`config.mk`:
```
export PLATFORM = sky130hd
export DESIGN_NAME = aiq_sequencer
export DESIGN_NICKNAME = d
export VERILOG_FILES = /design/src/design/aiq_pkg.sv /design/src/design/aiq_interval_timer.sv /design/src/design/aiq_sequencer.sv
export SDC_FILE = /design/constraint.sdc
export NUM_CORES = 1
export LEC_CHECK = 0
export BUFFER_PORTS_ARGS = -buffer_cell sky130_fd_sc_hd__buf_4
export CAP_MARGIN = 20
export CORE_UTILIZATION = 58
export CTS_BUF_LIST = sky130_fd_sc_hd__clkbuf_4
export CTS_CLUSTER_DIAMETER = 200
export CTS_CLUSTER_SIZE = 28
export DETAILED_ROUTE_END_ITERATION = 10
export GPL_ROUTABILITY_DRIVEN = 1
export PLACE_DENSITY_LB_ADDON = 0.2
export SYNTH_ARGS = -nofsm -noshare
export SYNTH_HDL_FRONTEND = slang
export SYNTH_SLANG_ARGS = --single-unit
```
`constraint.sdc`:
```
create_clock -name clk -period 5.3 [get_ports clk]
set_clock_uncertainty 0.15 [all_clocks]
set_input_delay 0.265 -clock clk [delete_from_list [all_inputs] [get_ports clk]]
set_output_delay 0.265 -clock clk [all_outputs]
set_load 0.02 [all_outputs]
```
`src/design/aiq_pkg.sv`:
```
package aiq_pkg;
  // 25 ns timer tick from the 100 ns system clock: one tick is a fraction of a cycle,
  // so timers count ticks and advance by ticks-per-cycle each clock
  localparam int CLK_PERIOD_NS = 100;
  localparam int TICK_NS = 25;
  localparam logic [31:0] TICKS_PER_CLK = 32'(CLK_PERIOD_NS / TICK_NS);
  // classic fixed intra-sample spacing
  localparam int CLASSIC_GAP_NS = 5000;
  localparam logic [31:0] CLASSIC_GAP_CYC = 32'(CLASSIC_GAP_NS / CLK_PERIOD_NS);
  // programmable burst spacing is this base plus register value in ticks
  localparam logic [31:0] BURST_BASE_TICKS = 32'(CLASSIC_GAP_NS / TICK_NS);
  // midscale code for a zero difference in bipolar straight binary
  localparam logic [15:0] MIDSCALE = 16'h8000;
  localparam int NUM_SE_CH = 16;
  localparam int NUM_DIFF_CH = 8;
  localparam int NUM_SRC = 13;
  // sample event sources
  localparam logic [3:0] SRC_FRAME_TIMER = 4'h0;
  localparam logic [3:0] SRC_SOFTWARE = 4'h1;
  localparam logic [3:0] SRC_EXT_DIN = 4'h2;
  // trigger sources (start and stop fields share the coding)
  localparam logic [3:0] TRG_NONE = 4'h0;
  localparam logic [3:0] TRG_SOFTWARE = 4'h1;
  localparam logic [3:0] TRG_EXT = 4'h2;
  localparam logic [3:0] TRG_FRAME_MAX = 4'h3;
  // acquisition modes
  typedef enum logic [1:0] {
    AIQ_MODE_SIMPLE,
    AIQ_MODE_CLASSIC_BURST,
    AIQ_MODE_BURST,
    AIQ_MODE_NSAMPLE
  } aiq_mode_t;
  localparam logic [15:0] RST_CODE = 16'h0000;
  localparam logic [31:0] RST_WORD = 32'h0000_0000;
endpackage : aiq_pkg

```
`src/design/aiq_interval_timer.sv`:
```
`timescale 1ns/1ps
`default_nettype none
// free interval timer in 25 ns ticks; tick pulses when the count reaches the period
module aiq_interval_timer (
  input wire logic clk,
  input wire logic rst_n,
  input wire logic restart,
  input wire logic run,
  input wire logic [31:0] period_ticks,
  output logic tick
);
  import aiq_pkg::*;
  typedef struct packed {
    logic [32:0] acc;
    logic tick;
  } aiq_tmr_t;
  aiq_tmr_t s_q, s_d;
  logic [32:0] nxt;

  // advance by ticks-per-cycle; remainder carries so the mean rate stays exact
  always_comb begin
    s_d = s_q;
    nxt = s_q.acc + {1'b0, TICKS_PER_CLK};
    s_d.tick = 1'b0;
    if (restart || !run) begin
      s_d.acc = '0;
    end else if (nxt >= {1'b0, period_ticks}) begin
      s_d.acc = nxt - {1'b0, period_ticks};
      s_d.tick = 1'b1;
    end else begin
      s_d.acc = nxt;
    end
  end

  always_ff @(posedge clk or negedge rst_n) begin
    if (!rst_n) begin
      s_q <= '0;
    end else begin
      s_q <= s_d;
    end
  end

  assign tick = s_q.tick;
endmodule : aiq_interval_timer
`default_nettype wire

```
`src/design/aiq_sequencer.sv`:
```
`timescale 1ns/1ps
`default_nettype none
// Overview of operation
// - polarity bit plus gain code pick range
// - differential converts high minus low, midscale zero
// - differential mode gives eight paired channels
// - frame and burst timers: 32-bit, 25 ns
// - frame source: internal timer or external pulse
// - start and stop triggers, internal or external
// - thirteen selectable sample event sources
// - simple mode: one sample per event
// - classic modes count and pace samples
// - gate bit plus two-bit source select
// - burst: each strobe scans first to last
// - classic burst spacing fixed five microseconds
// - classic scan period is larger of two
// - burst spacing five microseconds upward, 25 ns
// - frame timer between frames, burst timer within
// - start/stop mode samples between triggers, re-arms
// - n-sample mode stops at frame maximum when a start trigger is set
// - four-bit start and stop source fields
// - optional delay from start to first sample
// - sync bits restart frame timer and counter
module aiq_sequencer #(
  parameter int CH_W = 4,
  parameter int DATA_W = 16
) (
  input wire logic clk,
  input wire logic rst_n,
  input wire aiq_pkg::aiq_mode_t acq_mode,
  input wire logic unipolar_select,
  input wire logic gain_code_high,
  input wire logic gain_code_low,
  input wire logic differential_mode,
  input wire logic [CH_W-1:0] first_channel,
  input wire logic [CH_W-1:0] last_channel,
  input wire logic [3:0] sample_event_select,
  input wire logic [aiq_pkg::NUM_SRC-1:0] sample_event_sources,
  input wire logic sample_gate_control,
  input wire logic [1:0] sample_source_select,
  input wire logic ext_gate_pin,
  input wire logic software_strobe,
  input wire logic frame_sync_pin,
  input wire logic [31:0] frame_timer_ticks,
  input wire logic [31:0] burst_timer_ticks,
  input wire logic [31:0] frame_max,
  input wire logic [31:0] trigger_delay_cycles,
  input wire logic [3:0] trigger_start_source,
  input wire logic [3:0] trigger_stop_source,
  input wire logic ext_trigger_pin,
  input wire logic software_trigger,
  input wire logic sync_frame_timer_on_start,
  input wire logic sync_frame_counter_on_start,
  input wire logic conv_done,
  input wire logic [DATA_W-1:0] conv_data,
  output logic [CH_W-1:0] mux_high_sel,
  output logic [CH_W-1:0] mux_low_sel,
  output logic mux_diff_en,
  output logic [1:0] pga_gain,
  output logic pga_unipolar,
  output logic conv_start,
  output logic sample_valid,
  output logic [DATA_W-1:0] sample_data,
  output logic [CH_W-1:0] sample_channel,
  output logic acquiring,
  output logic frame_done,
  output logic [31:0] frame_count,
  output logic [1:0] range_code_out
);
  import aiq_pkg::*;

  typedef enum logic [2:0] {
    AIQ_IDLE,
    AIQ_DELAY,
    AIQ_WAIT_EVT,
    AIQ_CONVERT,
    AIQ_GAP
  } aiq_state_t;

  typedef struct packed {
    aiq_state_t st;
    logic [1:0] ext_trg_s;
    logic [1:0] sync_s;
    logic [1:0] gate_s;
    logic trg_prev;
    logic sync_prev;
    logic armed;
    logic [31:0] dly;
    logic [32:0] gap;
    logic [31:0] fcnt;
    logic [CH_W-1:0] ch;
    logic [CH_W-1:0] mux_h;
    logic [CH_W-1:0] mux_l;
    logic diff;
    logic [1:0] gain;
    logic unip;
    logic cstart;
    logic sval;
    logic [DATA_W-1:0] sdat;
    logic [CH_W-1:0] sch;
    logic acq;
    logic fdone;
    logic [1:0] range;
  } aiq_state_vec_t;

  aiq_state_vec_t s_q, s_d;
  logic frame_tick;
  logic sync_restart;
  logic ext_trg_rise;
  logic sync_rise;
  logic start_evt;
  logic stop_evt;
  logic sample_evt;
  logic gate_ok;
  logic burst_mode;
  logic classic;
  logic last_in_scan;
  logic [CH_W-1:0] ch_limit;
  logic [32:0] spacing_ticks;

  // trigger source decode shared by start and stop fields
  function automatic logic trig_hit(input logic [3:0] sel, input logic sw,
                                    input logic ext, input logic fmax);
    case (sel)
      TRG_SOFTWARE: trig_hit = sw;
      TRG_EXT: trig_hit = ext;
      TRG_FRAME_MAX: trig_hit = fmax;
      default: trig_hit = 1'b0;
    endcase
  endfunction : trig_hit

  // synchronised pins feed edge detectors only from the second stage
  assign ext_trg_rise = s_q.ext_trg_s[1] && !s_q.trg_prev;
  assign sync_rise = s_q.sync_s[1] && !s_q.sync_prev;
  assign classic = (acq_mode == AIQ_MODE_SIMPLE) || (acq_mode == AIQ_MODE_CLASSIC_BURST);
  assign burst_mode = (acq_mode != AIQ_MODE_SIMPLE);
  // eight channels when inputs pair high and low
  assign ch_limit = differential_mode ? CH_W'(NUM_DIFF_CH - 1) : CH_W'(NUM_SE_CH - 1);
  assign last_in_scan = !burst_mode || (s_q.ch >= last_channel) || (s_q.ch >= ch_limit);
  // start-to-start spacing in ticks: classic is the fixed base, burst adds the timer value
  assign spacing_ticks = (acq_mode == AIQ_MODE_CLASSIC_BURST) ? {1'b0, BURST_BASE_TICKS}
                       : {1'b0, BURST_BASE_TICKS} + {1'b0, burst_timer_ticks};

  // gate: 00 free, 01 gated by pin high, 10 gated by pin low, 11 held off
  always_comb begin
    case (sample_source_select)
      2'b00: gate_ok = 1'b1;
      2'b01: gate_ok = s_q.gate_s[1];
      2'b10: gate_ok = !s_q.gate_s[1];
      default: gate_ok = 1'b0;
    endcase
    if (!sample_gate_control) begin
      gate_ok = 1'b1;
    end
  end

  // start/stop decode; frame maximum reached counts as a stop event in n-sample mode only
  assign start_evt = trig_hit(trigger_start_source, software_trigger, ext_trg_rise, 1'b0);
  assign stop_evt = trig_hit(trigger_stop_source, software_trigger, ext_trg_rise, 1'b0)
                  || ((acq_mode == AIQ_MODE_NSAMPLE) && (frame_max != RST_WORD)
                      && (s_q.fcnt >= frame_max));
  assign sync_restart = start_evt && !s_q.acq && sync_frame_timer_on_start;

  // event source: frame timer, software, external pulse, or one of the others
  always_comb begin
    case (sample_event_select)
      SRC_FRAME_TIMER: sample_evt = frame_tick;
      SRC_SOFTWARE: sample_evt = software_strobe;
      SRC_EXT_DIN: sample_evt = sync_rise;
      default: sample_evt = (sample_event_select < 4'(NUM_SRC))
                          && sample_event_sources[sample_event_select];
    endcase
  end

  // frame pacing timer; in classic modes it paces each scan
  aiq_interval_timer u_frame_timer (
    .clk(clk),
    .rst_n(rst_n),
    .restart(sync_restart),
    .run(s_q.acq),
    .period_ticks(frame_timer_ticks + 32'h0000_0001),
    .tick(frame_tick)
  );

  // sequencer: trigger, delay, event, scan with spacing, store in order
  always_comb begin
    s_d = s_q;
    s_d.ext_trg_s = {s_q.ext_trg_s[0], ext_trigger_pin};
    s_d.sync_s = {s_q.sync_s[0], frame_sync_pin};
    s_d.gate_s = {s_q.gate_s[0], ext_gate_pin};
    s_d.trg_prev = s_q.ext_trg_s[1];
    s_d.sync_prev = s_q.sync_s[1];
    s_d.cstart = 1'b0;
    s_d.sval = 1'b0;
    s_d.fdone = 1'b0;
    s_d.gain = {gain_code_high, gain_code_low};
    s_d.unip = unipolar_select;
    s_d.range = {gain_code_high, gain_code_low};
    s_d.diff = differential_mode;
    if (start_evt && !s_q.acq && sync_frame_counter_on_start) begin
      s_d.fcnt = RST_WORD;
    end
    // spacing runs from each start, so the conversion time lies inside it
    if (s_q.st == AIQ_CONVERT || s_q.st == AIQ_GAP) begin
      s_d.gap = (s_q.gap > {1'b0, TICKS_PER_CLK}) ? s_q.gap - {1'b0, TICKS_PER_CLK}
              : 33'h0_0000_0000;
    end
    case (s_q.st)
      AIQ_IDLE: begin
        s_d.acq = 1'b0;
        if (trigger_start_source == TRG_NONE) begin
          // no trigger configured: acquire freely
          s_d.acq = 1'b1;
          s_d.st = AIQ_WAIT_EVT;
        end else if (start_evt) begin
          s_d.acq = 1'b1;
          s_d.dly = trigger_delay_cycles;
          s_d.st = (trigger_delay_cycles != RST_WORD) ? AIQ_DELAY : AIQ_WAIT_EVT;
        end
      end
      AIQ_DELAY: begin
        s_d.dly = s_q.dly - 32'h0000_0001;
        if (s_q.dly <= 32'h0000_0001) begin
          s_d.st = AIQ_WAIT_EVT;
        end
      end
      AIQ_WAIT_EVT: begin
        if (stop_evt && trigger_start_source != TRG_NONE) begin
          s_d.st = AIQ_IDLE;
          s_d.acq = 1'b0;
        end else if (sample_evt && gate_ok) begin
          // events are only taken here, so a mid-scan event is dropped
          s_d.ch = (burst_mode || s_q.ch < first_channel || s_q.ch > last_channel)
                 ? first_channel : s_q.ch;
          s_d.gap = spacing_ticks;
          s_d.st = AIQ_CONVERT;
          s_d.cstart = 1'b1;
        end
      end
      AIQ_CONVERT: begin
        if (conv_done) begin
          // unipolar-off zero difference lands on midscale in straight binary
          s_d.sval = 1'b1;
          s_d.sdat = conv_data;
          s_d.sch = s_q.ch;
          if (last_in_scan) begin
            s_d.fdone = 1'b1;
            s_d.fcnt = s_q.fcnt + 32'h0000_0001;
            s_d.st = AIQ_WAIT_EVT;
            if (!burst_mode) begin
              // simple mode steps to next channel per event
              s_d.ch = (s_q.ch >= last_channel || s_q.ch >= ch_limit) ? first_channel
                     : s_q.ch + CH_W'(1);
            end
          end else begin
            // wait out the rest of the spacing; a slow converter starts next at once
            s_d.st = AIQ_GAP;
          end
        end
      end
      AIQ_GAP: begin
        // one clock or less of spacing left: the next start lands on time
        if (s_q.gap <= {1'b0, TICKS_PER_CLK}) begin
          s_d.ch = s_q.ch + CH_W'(1);
          s_d.gap = spacing_ticks;
          s_d.cstart = 1'b1;
          s_d.st = AIQ_CONVERT;
        end
      end
      default: s_d.st = AIQ_IDLE;
    endcase
    // selects change with the start pulse, so the converter sees the right pair
    if (s_d.cstart) begin
      s_d.mux_h = s_d.ch;
      s_d.mux_l = s_d.ch + CH_W'(NUM_DIFF_CH);
    end
  end

  always_ff @(posedge clk or negedge rst_n) begin
    if (!rst_n) begin
      s_q <= '0;
    end else begin
      s_q <= s_d;
    end
  end

  // outputs straight from state flops
  assign mux_high_sel = s_q.mux_h;
  assign mux_low_sel = s_q.mux_l;
  assign mux_diff_en = s_q.diff;
  assign pga_gain = s_q.gain;
  assign pga_unipolar = s_q.unip;
  assign conv_start = s_q.cstart;
  assign sample_valid = s_q.sval;
  assign sample_data = s_q.sdat;
  assign sample_channel = s_q.sch;
  assign acquiring = s_q.acq;
  assign frame_done = s_q.fdone;
  assign frame_count = s_q.fcnt;
  assign range_code_out = s_q.range;
endmodule : aiq_sequencer
`default_nettype wire

```
Word level (Yosys, flattened, before mapping) --
Cells that the tools add are included.
Cells by class: add/subtract/negate cells 9, magnitude comparators 11, eq/ne operators 22, multiplexer cells 56, reductions and logical operators 37
Operators by type and width (number):
- two-way mux 33 bit | 8
- two-way mux 32 bit | 4
- two-way mux 36 bit | 2
- case mux 33 bit (2 select lines) | 1
- adder 32 x 1 -> 32 bit (second input constant) | 2
- case mux 32 bit (2 select lines) | 1
- nonzero test 32 bit | 2
- two-way mux 21 bit | 2
- adder 33 x 3 -> 33 bit (second input constant) | 1
- adder 8 x 32 -> 33 bit (first input constant) | 1
- >= comparator 33 x 32 -> 1 bit | 1
- > comparator 33 x 3 -> 1 bit (second input constant) | 1
- <= comparator 33 x 3 -> 1 bit (second input constant) | 1
- subtractor 33 x 3 -> 33 bit (second input constant) | 1
- subtractor 33 x 32 -> 33 bit | 1
- >= comparator 32 bit | 1
- <= comparator 32 x 1 -> 1 bit (second input constant) | 1
- subtractor 32 x 1 -> 32 bit (second input constant) | 1
- two-way mux 4 bit | 7
- two-way mux 3 bit | 8
- case mux 3 bit (5 select lines) | 1
- two-way mux 1 bit | 13
- == test 4 x 1 -> 1 bit (second input constant) | 3
- == test 4 x 2 -> 1 bit (second input constant) | 3
- 31 further kinds | 68
Storage, ports and cells: register bits 182, input bits 196, output and inout bits 70

Logic depth before layout (Yosys ltp) --
Gate-level depths: netlist (run 1).
word-level depth 10, mapped depth 19, mapped depth without buffers 18

Cells and area by module --
Synthesis (run 1) repeated with hierarchy kept, for this count alone.
Second synthesis, totals: cells, all modules 1726, area, all modules 14373.8 um^2
Modules (own cells, without submodules):
- aiq_sequencer | times used 1, cells each 1212, area each 10367.4 um^2, sequential area each 3628.5 um^2
- aiq_interval_timer | times used 1, cells each 514, area each 4006.3 um^2, sequential area each 850.8 um^2

Worst setup path after synthesis (run 1) --
OpenSTA, ideal clock, no wires.
kind input to register, from input port frame_timer_ticks[0], to register u_frame_timer.s_q[15] (netlist bit), data arrival time 3748 ps, slack 1270 ps, cell stages on the path 18, buffers on the path 3, cell sequence ha_1 nand3_1 nor2_1 and4_1 and2_1 nand2_1 or2_2 xor2_1 ha_1 clkbuf_1 and3_1 nand2_1 or2_2 o211ai_1 buf_2 buf_2 mux2i_1 nor2_1
RTL lines:
- from (decl) | RTL line aiq_sequencer.sv:44 | input wire logic [31:0] frame_timer_ticks,
- to (signal assigned) | RTL line aiq_interval_timer.sv:37 | s_q <= '0;
- to (signal assigned) | RTL line aiq_interval_timer.sv:39 | s_q <= s_d;
- to (decl) | RTL line aiq_interval_timer.sv:17 | aiq_tmr_t s_q, s_d;

==> run_results.csv, run 1 <==
group,metric,value,unit
status,status,"finished, final reports clean",
final_layout,finalNonFillerCells,2269,
pwr,p_total,5.10,mW
yosys,syn_nets,1918,
timing,tns,0,ns
placement,dp_slack,0.457,ns
final_layout,fillers,1721,
clock_network,clkSinkCount,179,
timing,rsz0062_at_grt,"false",
route,drtPass1Iterations,5,
worst_setup_path,worstSetupStartpointType,"flop",
worst_setup_path,crit_buf_inv,3,
yosys,synth_async_sr_flop_share,100,%
timing,maxSlewViolCount,0,
yosys,ys_warn_count,0,
route,wirelength,40600,µm
grt,track_usage,33.6,%
clock_network,post_cts_buffers,0,
route,wl_per_cell,17.9,µm
yosys,syn_inst,1640,
worst_setup_path,crit_chain,"inv_1 -> ha_1 -> nand2b_1 -> a2111oi_0 -> nor4bb_1 -> or4_1 -> a221o_1 -> o21a_2 -> inv_2 -> nand2_2 -> o32ai_1 -> dlygate4sd3_1",
clock_network,path_clk_slew,0.19,ns
worst_setup_path,end_kind,"flop",
final_layout,syn2layout_area_growth,23.9,%
route,ant_nets,0,
worst_setup_path,cp_slowest_cell,"dlygate4sd3_1",
run,maxCapViolations,0,
yosys,ys.flop_type,"dfrtp_1",
floorplan,start_util,59.8,%
timing,worst_pin_slew,1.01,ns
yosys,synthTopCellsByCount,"207 x nand2_1, 179 x dfrtp_1, 137 x nor2_1, 84 x a21oi_1, 84 x xnor2_1",
yosys,ys_types,83,
pwr,power_density,301,nW/µm²
floorplan,coreArea,22900,µm²
timing,fmax,204,MHz
route,drtIter0Drc,1112,
floorplan,die_width,156,µm
final_layout,fin_nets,2217,
yosys,synth_edf_count,0,
yosys,syn_area,13700,µm²
timing,fin_crit_sh,92.5,%
floorplan,boundaryPins,266,
worst_setup_path,cpPeakStageDelay,0.58,ns
placement,place.port_buffers,261,
yosys,synth-seq-area-share,32.7,%
worst_setup_path,worstSetupPathType,"flop to flop",
pwr,peakVddDrop,0.181,mV
timing,relSlewSlack,32.7,%
grt,antenna_found_initial,3,
yosys,ys_seq_elements,179,
yosys,synth_top_area_share,32.7,%
worst_setup_path,crit_family,"compound AO/OA/AOI/OAI gates",
clock_network,cts_buffers,17,
grt,grt_pass1_wl,65200,µm
yosys,yosys.cell_count.top_type,"nand2_1",
clock_network,root_buffer,"clkbuf_4",
route,vias_per_cell,6.09,
grt,grt_pass1_vias,13397,
placement,hpwlAfterDp,28200,µm
route,drc,0,
clock_network,htreeDepth,4,
worst_setup_path,worstPathArrival,5.33,ns
final_layout,drive_above_1_share,17.1,%
yosys,syn_avg_cell_area,8.35,µm²
min_path,hp-class,"input pin to asynchronous set/reset pin",
timing,fin_crit,4.90,ns
floorplan,num_rows,55,
yosys,yosys.area.top_type,"dfrtp_1",
yosys,synth_area_leaders,"dfrtp_1 33%, ha_1 7.4%, nand2_1 5.7%",
grt,grt.overflow.total,0,
timing,setup_violations,0,
grt,grt_max_degree,113,
clock_network,clockBufferDepth,2,
clock_network,cts_tree,"built",
worst_setup_path,required,5.72,ns
route,vias,13824,
floorplan,die_h,156,µm
floorplan,die_area,24200,µm²
pwr,leakage,7.71,nW
timing,hold_viol_final,0,
worst_setup_path,cp_max_fo,23,
timing,fin_ws,0.397,ns
clock_network,clock_latency,0.62,ns
placement,place.gp.congestion,0.908,
placement,placed_cells,2118,
[registers in the layout, indices dropped and copies added, names as in the netlist]
name                flops
mux_high_sel            4
u_frame_timer.s_q      33
sample_valid            1
mux_diff_en             1
s_q                    75
pga_unipolar            1
sample_channel          4
u_frame_timer.tick      1
s_d                     5
mux_low_sel             1
acquiring               1
range_code_out          2
frame_done              1
sample_data            16
frame_count            32
conv_start              1
[repair_timing]
action,CTS,global route
hold buffers,115,0
endpoints found under the setup margin,0,1
resized for setup,0,1
hold endpoints to repair,168,0
[area by class of cell]
class	instances	area, µm²	share of cell area [%]
Multi-Input combinational cell	1275	8270	48.8
Sequential cell	179	4480	26.4
Timing Repair Buffer	386	3220	19.0
Tap cell	313	392	2.31
Inverter	80	300	1.77
Clock inverter	15	170	1.00
Clock buffer	17	128	0.752
Antenna cell	4	10.0	0.0590
[cells by family after synthesis]
family | Yosys count | share of synthesized area, %
buf+inv | 186 | 6.94
mux | 34 | 2.69
compound gates | 345 | 16.6
simple gates | 671 | 24.4
xor+xnor | 143 | 9.15
flops | 179 | 32.7
fa+ha+maj | 82 | 7.55
[per-stage QoR]
step	area [µm²]	utilization [%]	hold WS (ns)
floorplan	13700	-	-0.181
global placement	15500	67.7	0.144
detailed placement	15500	67.7	0.148
CTS	17000	74.0	0.0208
global route	17000	74.0	0.0247
finish	17000	74.0	0.00151
[cell usage in the layout, fill, tap and decap left out, drive strengths merged, types with 6 or more instances in the layout]
cell         netlist  layout
clkinv             2       8
buf               74     270
a311oi             9       9
o22ai             33      33
o31ai             15      15
xnor2             84      84
and3              31      31
and4              12      12
o21a              14      14
xor2              59      59
mux2i             30      30
a21oi             84      84
nand2b            11      11
or4               11      11
nor2b              6       6
a221o              6       6
o21ai             70      70
a31oi             13      13
or2                6       6
inv               78      85
ha                81      81
clkbuf            32      18
a211o              6       6
dfrtp            179     179
o211ai             9       9
nor2             137     137
a21o              19      19
or3               10      10
nor3              39      39
and2              13      13
nor4              41      41
a211oi            16      16
nand4             42      42
nand2            208     208
dlygate4sd3        0     115
nand3             83      83
[metal layers]
layer / up-vias / routed length (µm) / GRT usage (%)
li1: 6486 / - / -
met1: 6625 / 16700 / 42.0
met2: 595 / 19800 / 57.4
met3: 118 / 2840 / 6.33
met4: 0 / 1320 / 13.5
met5: - / 0 / 0
[final timing paths]
check	cells after the start	from	to	slack, ns
max in group asynchronous	3	rst_n	s_q[135]$_DFFE_PN0P_	3.95
hold / removal	2	rst_n	u_frame_timer.s_q[17]$_DFF_PN0_	0.002
min in group clk	2	gain_code_high	range_code_out[1]$_DFF_PN0_	0.13
setup reg to reg	12	frame_count[0]$_DFF_PN0_	s_q[106]$_DFF_PN0_	0.40
hold reg to reg	0	s_d[143]$_DFF_PN0_	s_q[143]$_DFF_PN0_	0.24
setup / recovery	12	frame_count[0]$_DFF_PN0_	s_q[106]$_DFF_PN0_	0.40
[report_power, final]
group | internal [mW] | total, mW | leakage, nW | switching, mW
logic | 0.930 | 2.16 | 5.28 | 1.23
registers | 1.71 | 2.12 | 2.28 | 0.409
clock network | 0.220 | 0.822 | 0.153 | 0.602
total | 2.86 | 5.10 | 7.71 | 2.24
Power figures use the tool's default switching activity.
==> run 2: changes to the inputs <==
ABC_AREA = 1   (was not set)
CORE_UTILIZATION = 60   (was 58)
==> run_results.csv, run 2 <==
group,metric,value,unit
final_layout,final_cell_mix,"585 x nand2_1, 302 x inv_1, 272 x buf_4",
yosys,synth_async_sr_flop_share,100,%
worst_setup_path,rr_worst_depth,25,
floorplan,num_rows,59,
pwr,leakage,9.84,nW
yosys,syn_nets,2704,
worst_setup_path,worstSetupPathType,"flop to flop",
route,drtIter0Drc,1504,
timing,relSlewSlack,39.4,%
worst_setup_path,cp_slowest_cell,"dfrtp_1",
route,drtPass1Iterations,8,
final_layout,drive_above_1_share,15.7,%
route,vias,17304,
final_layout,fillers,2161,
final_layout,regArea,4480,µm²
yosys,ys_seq_elements,179,
yosys,syn_area,16300,µm²
grt,grt_pass1_wl,80300,µm
clock_network,clockBufferDepth,2,
yosys,syn_avg_cell_area,6.72,µm²
placement,hpwlAfterDp,37000,µm
grt,grt_pass1_vias,16614,
timing,fin_crit_sh,85.3,%
clock_network,cts_resized,0,
clock_network,cts_tree,"built",
pwr,power_density,327,nW/µm²
route,wl_per_cell,16.0,µm
worst_setup_path,crit_top_cell,"nand2_1",
yosys,synth_top_area_share,27.5,%
floorplan,die_area,27900,µm²
pwr,p_total,6.33,mW
timing,tns,0,ns
min_path,hp-class,"input pin to flop",
clock_network,path_clk_slew,0.19,ns
placement,place.port_buffers,261,
grt,grt_max_degree,70,
timing,fmax,221,MHz
yosys,ys_warn_count,0,
floorplan,coreArea,26400,µm²
final_layout,largest_register_ff_count,75,
min_path,holdPathEnd,"s_q[41]$_DFF_PN0_",
route,drc,0,
worst_setup_path,end_kind,"flop",
floorplan,start_util,61.9,%
grt,grt.overflow.total,0,
clock_network,cts_buffers,17,
placement,placed_area,18100,µm²
floorplan,die_h,167,µm
worst_setup_path,cpPeakStageDelay,0.42,ns
pwr,peakVddDrop,0.274,mV
yosys,yosys.cell_count.top_type,"nand2_1",
final_layout,multi_input_area,9890,µm²
min_path,hold_depth,7,
worst_setup_path,worstSetupStartpointType,"flop",
worst_setup_path,required,5.65,ns
yosys,synth-seq-area-share,27.5,%
final_layout,fin_nets,2980,
placement,placed_cells,2924,
timing,hold_viol_final,0,
clock_network,post_cts_buffers,0,
final_layout,final_common_cell,"nand2_1",
worst_setup_path,r2r_start,"u_frame_timer.s_q[3]$_DFF_PN0_",
grt,track_usage,35.4,%
worst_setup_path,worstPathArrival,4.87,ns
yosys,synthTopCellsByCount,"585 x nand2_1, 302 x inv_1, 261 x nor2_1, 181 x nand3_1, 179 x dfrtp_1",
worst_setup_path,cp_max_fo,32,
floorplan,boundaryPins,266,
yosys,synth_area_leaders,"dfrtp_1 27%, nand2_1 13%, inv_1 6.9%",
placement,dp_slack,0.909,ns
placement,place.gp.congestion,1.01,
min_path,hold_start,"first_channel[3]",
status,status,"finished, final reports clean",
timing,worst_pin_slew,0.910,ns
timing,rsz0062_at_grt,"false",
timing,setup_violations,0,
yosys,ys.flop_type,"dfrtp_1",
timing,fin_ws,0.781,ns
final_layout,top_register,"s_q",
route,ant_nets,0,
clock_network,htreeDepth,4,
yosys,yosys.area.top_type,"dfrtp_1",
yosys,syn_inst,2426,
grt,antenna_found_initial,1,
final_layout,final_cell_area,19300,µm²
clock_network,root_buffer,"clkbuf_4",
timing,fin_crit,4.52,ns
yosys,ys_types,67,
route,wirelength,48900,µm
worst_setup_path,r2r_slack,0.78,ns
timing,maxSlewViolCount,0,
yosys,synth_edf_count,0,
worst_setup_path,r2r_end,"u_frame_timer.s_q[6]$_DFF_PN0_",
final_layout,syn2layout_area_growth,18.5,%
clock_network,clkSinkCount,179,
clock_network,clock_latency,0.64,ns
final_layout,finalNonFillerCells,3051,
floorplan,die_width,167,µm
run,maxCapViolations,0,
route,vias_per_cell,5.67,
[run 2: cell types whose count changed after synthesis, moves of 22 or more]
| cell | delta |
|---|---|
| nand2_1 | +378 |
| inv_1 | +226 |
| nor2_1 | +124 |
| nand3_1 | +98 |
| xnor2_1 | -42 |
| o21ai_0 | +35 |
| and3_1 | -30 |
| mux2i_1 | -28 |
| o22ai_1 | -25 |
| xor2_1 | +24 |
| inv_2 | +22 |
| nand4_1 | +22 |
| o21ai_1 | +22 |
[run 2: per-layer routing]
metal,share of wire (%),global-route usage [%]
met1,42,45.6
met2,48,60.3
met3,6.5,4.61
met4,3.4,14.2
met5,0,0
[run 2: repair_timing]
item	CTS	global route
hold buffers	94	0
hold endpoints to repair	132	0
setup endpoints to repair	0	0
[run 2: worst max-delay path: cells and delay by family, from the launching register on]
| family | cells | cell delay [ns] |
|---|---|---|
| adders and majority gates | 2 | 0.60 |
| xor gates and xnor gates | 1 | 0.22 |
| and+or+nand+nor | 17 | 2.36 |
| buffers and inverters | 5 | 0.63 |
| DFF | 1 | 0.42 |
[run 2: final cells by class]
cell class / count / area share, %
multi-input cells: 1810 / 51.1
flip-flops and latches: 179 / 23.2
repair buffers: 367 / 15.6
inverters: 327 / 6.37
well taps: 335 / 2.17
clock inverters: 14 / 0.848
clock buffers: 18 / 0.699
diodes: 1 / 0.0129
[run 2: logic make-up (layout without fill, tap and decap cells)]
group | Yosys count | in the layout | share of synthesized area (%)
compound gates | 325 | 325 | 11.7
xor+xnor | 125 | 125 | 6.71
fa+ha+maj | 82 | 82 | 6.33
buf+inv | 437 | 726 | 12.0
flops | 179 | 179 | 27.5
mux | 3 | 3 | 0.192
other cells | 0 | 1 | 0
simple gates | 1275 | 1275 | 35.7
[run 2: worst max-delay path by stage]
stage	from	to	slack [ns]	cells after the start
floorplan	frame_timer_ticks[0]	u_frame_timer.s_q[9]$_DFF_PN0_	1.87	26
global placement	frame_timer_ticks[0]	u_frame_timer.s_q[7]$_DFF_PN0_	1.04	27
detailed placement	u_frame_timer.s_q[3]$_DFF_PN0_	u_frame_timer.s_q[6]$_DFF_PN0_	0.91	25
CTS	u_frame_timer.s_q[3]$_DFF_PN0_	u_frame_timer.s_q[6]$_DFF_PN0_	0.82	25
global route	u_frame_timer.s_q[3]$_DFF_PN0_	u_frame_timer.s_q[6]$_DFF_PN0_	0.47	25
finish	u_frame_timer.s_q[3]$_DFF_PN0_	u_frame_timer.s_q[6]$_DFF_PN0_	0.78	25
[run 2: metrics by stage]
step	hold WS (ns)	util, %
floorplan	-0.181	-
global placement	0.0739	68.6
detailed placement	0.0740	68.6
CTS	0.00000777	73.3
global route	0.0433	73.4
finish	0.0271	73.4
[run 2: power by group]
| part | internal (mW) | leakage (nW) | total, mW | switching (mW) |
|---|---|---|---|---|
| logic | 1.23 | 7.40 | 3.29 | 2.06 |
| clock network | 0.224 | 0.156 | 0.818 | 0.594 |
| registers | 1.78 | 2.28 | 2.23 | 0.449 |
| total | 3.23 | 9.84 | 6.33 | 3.10 |
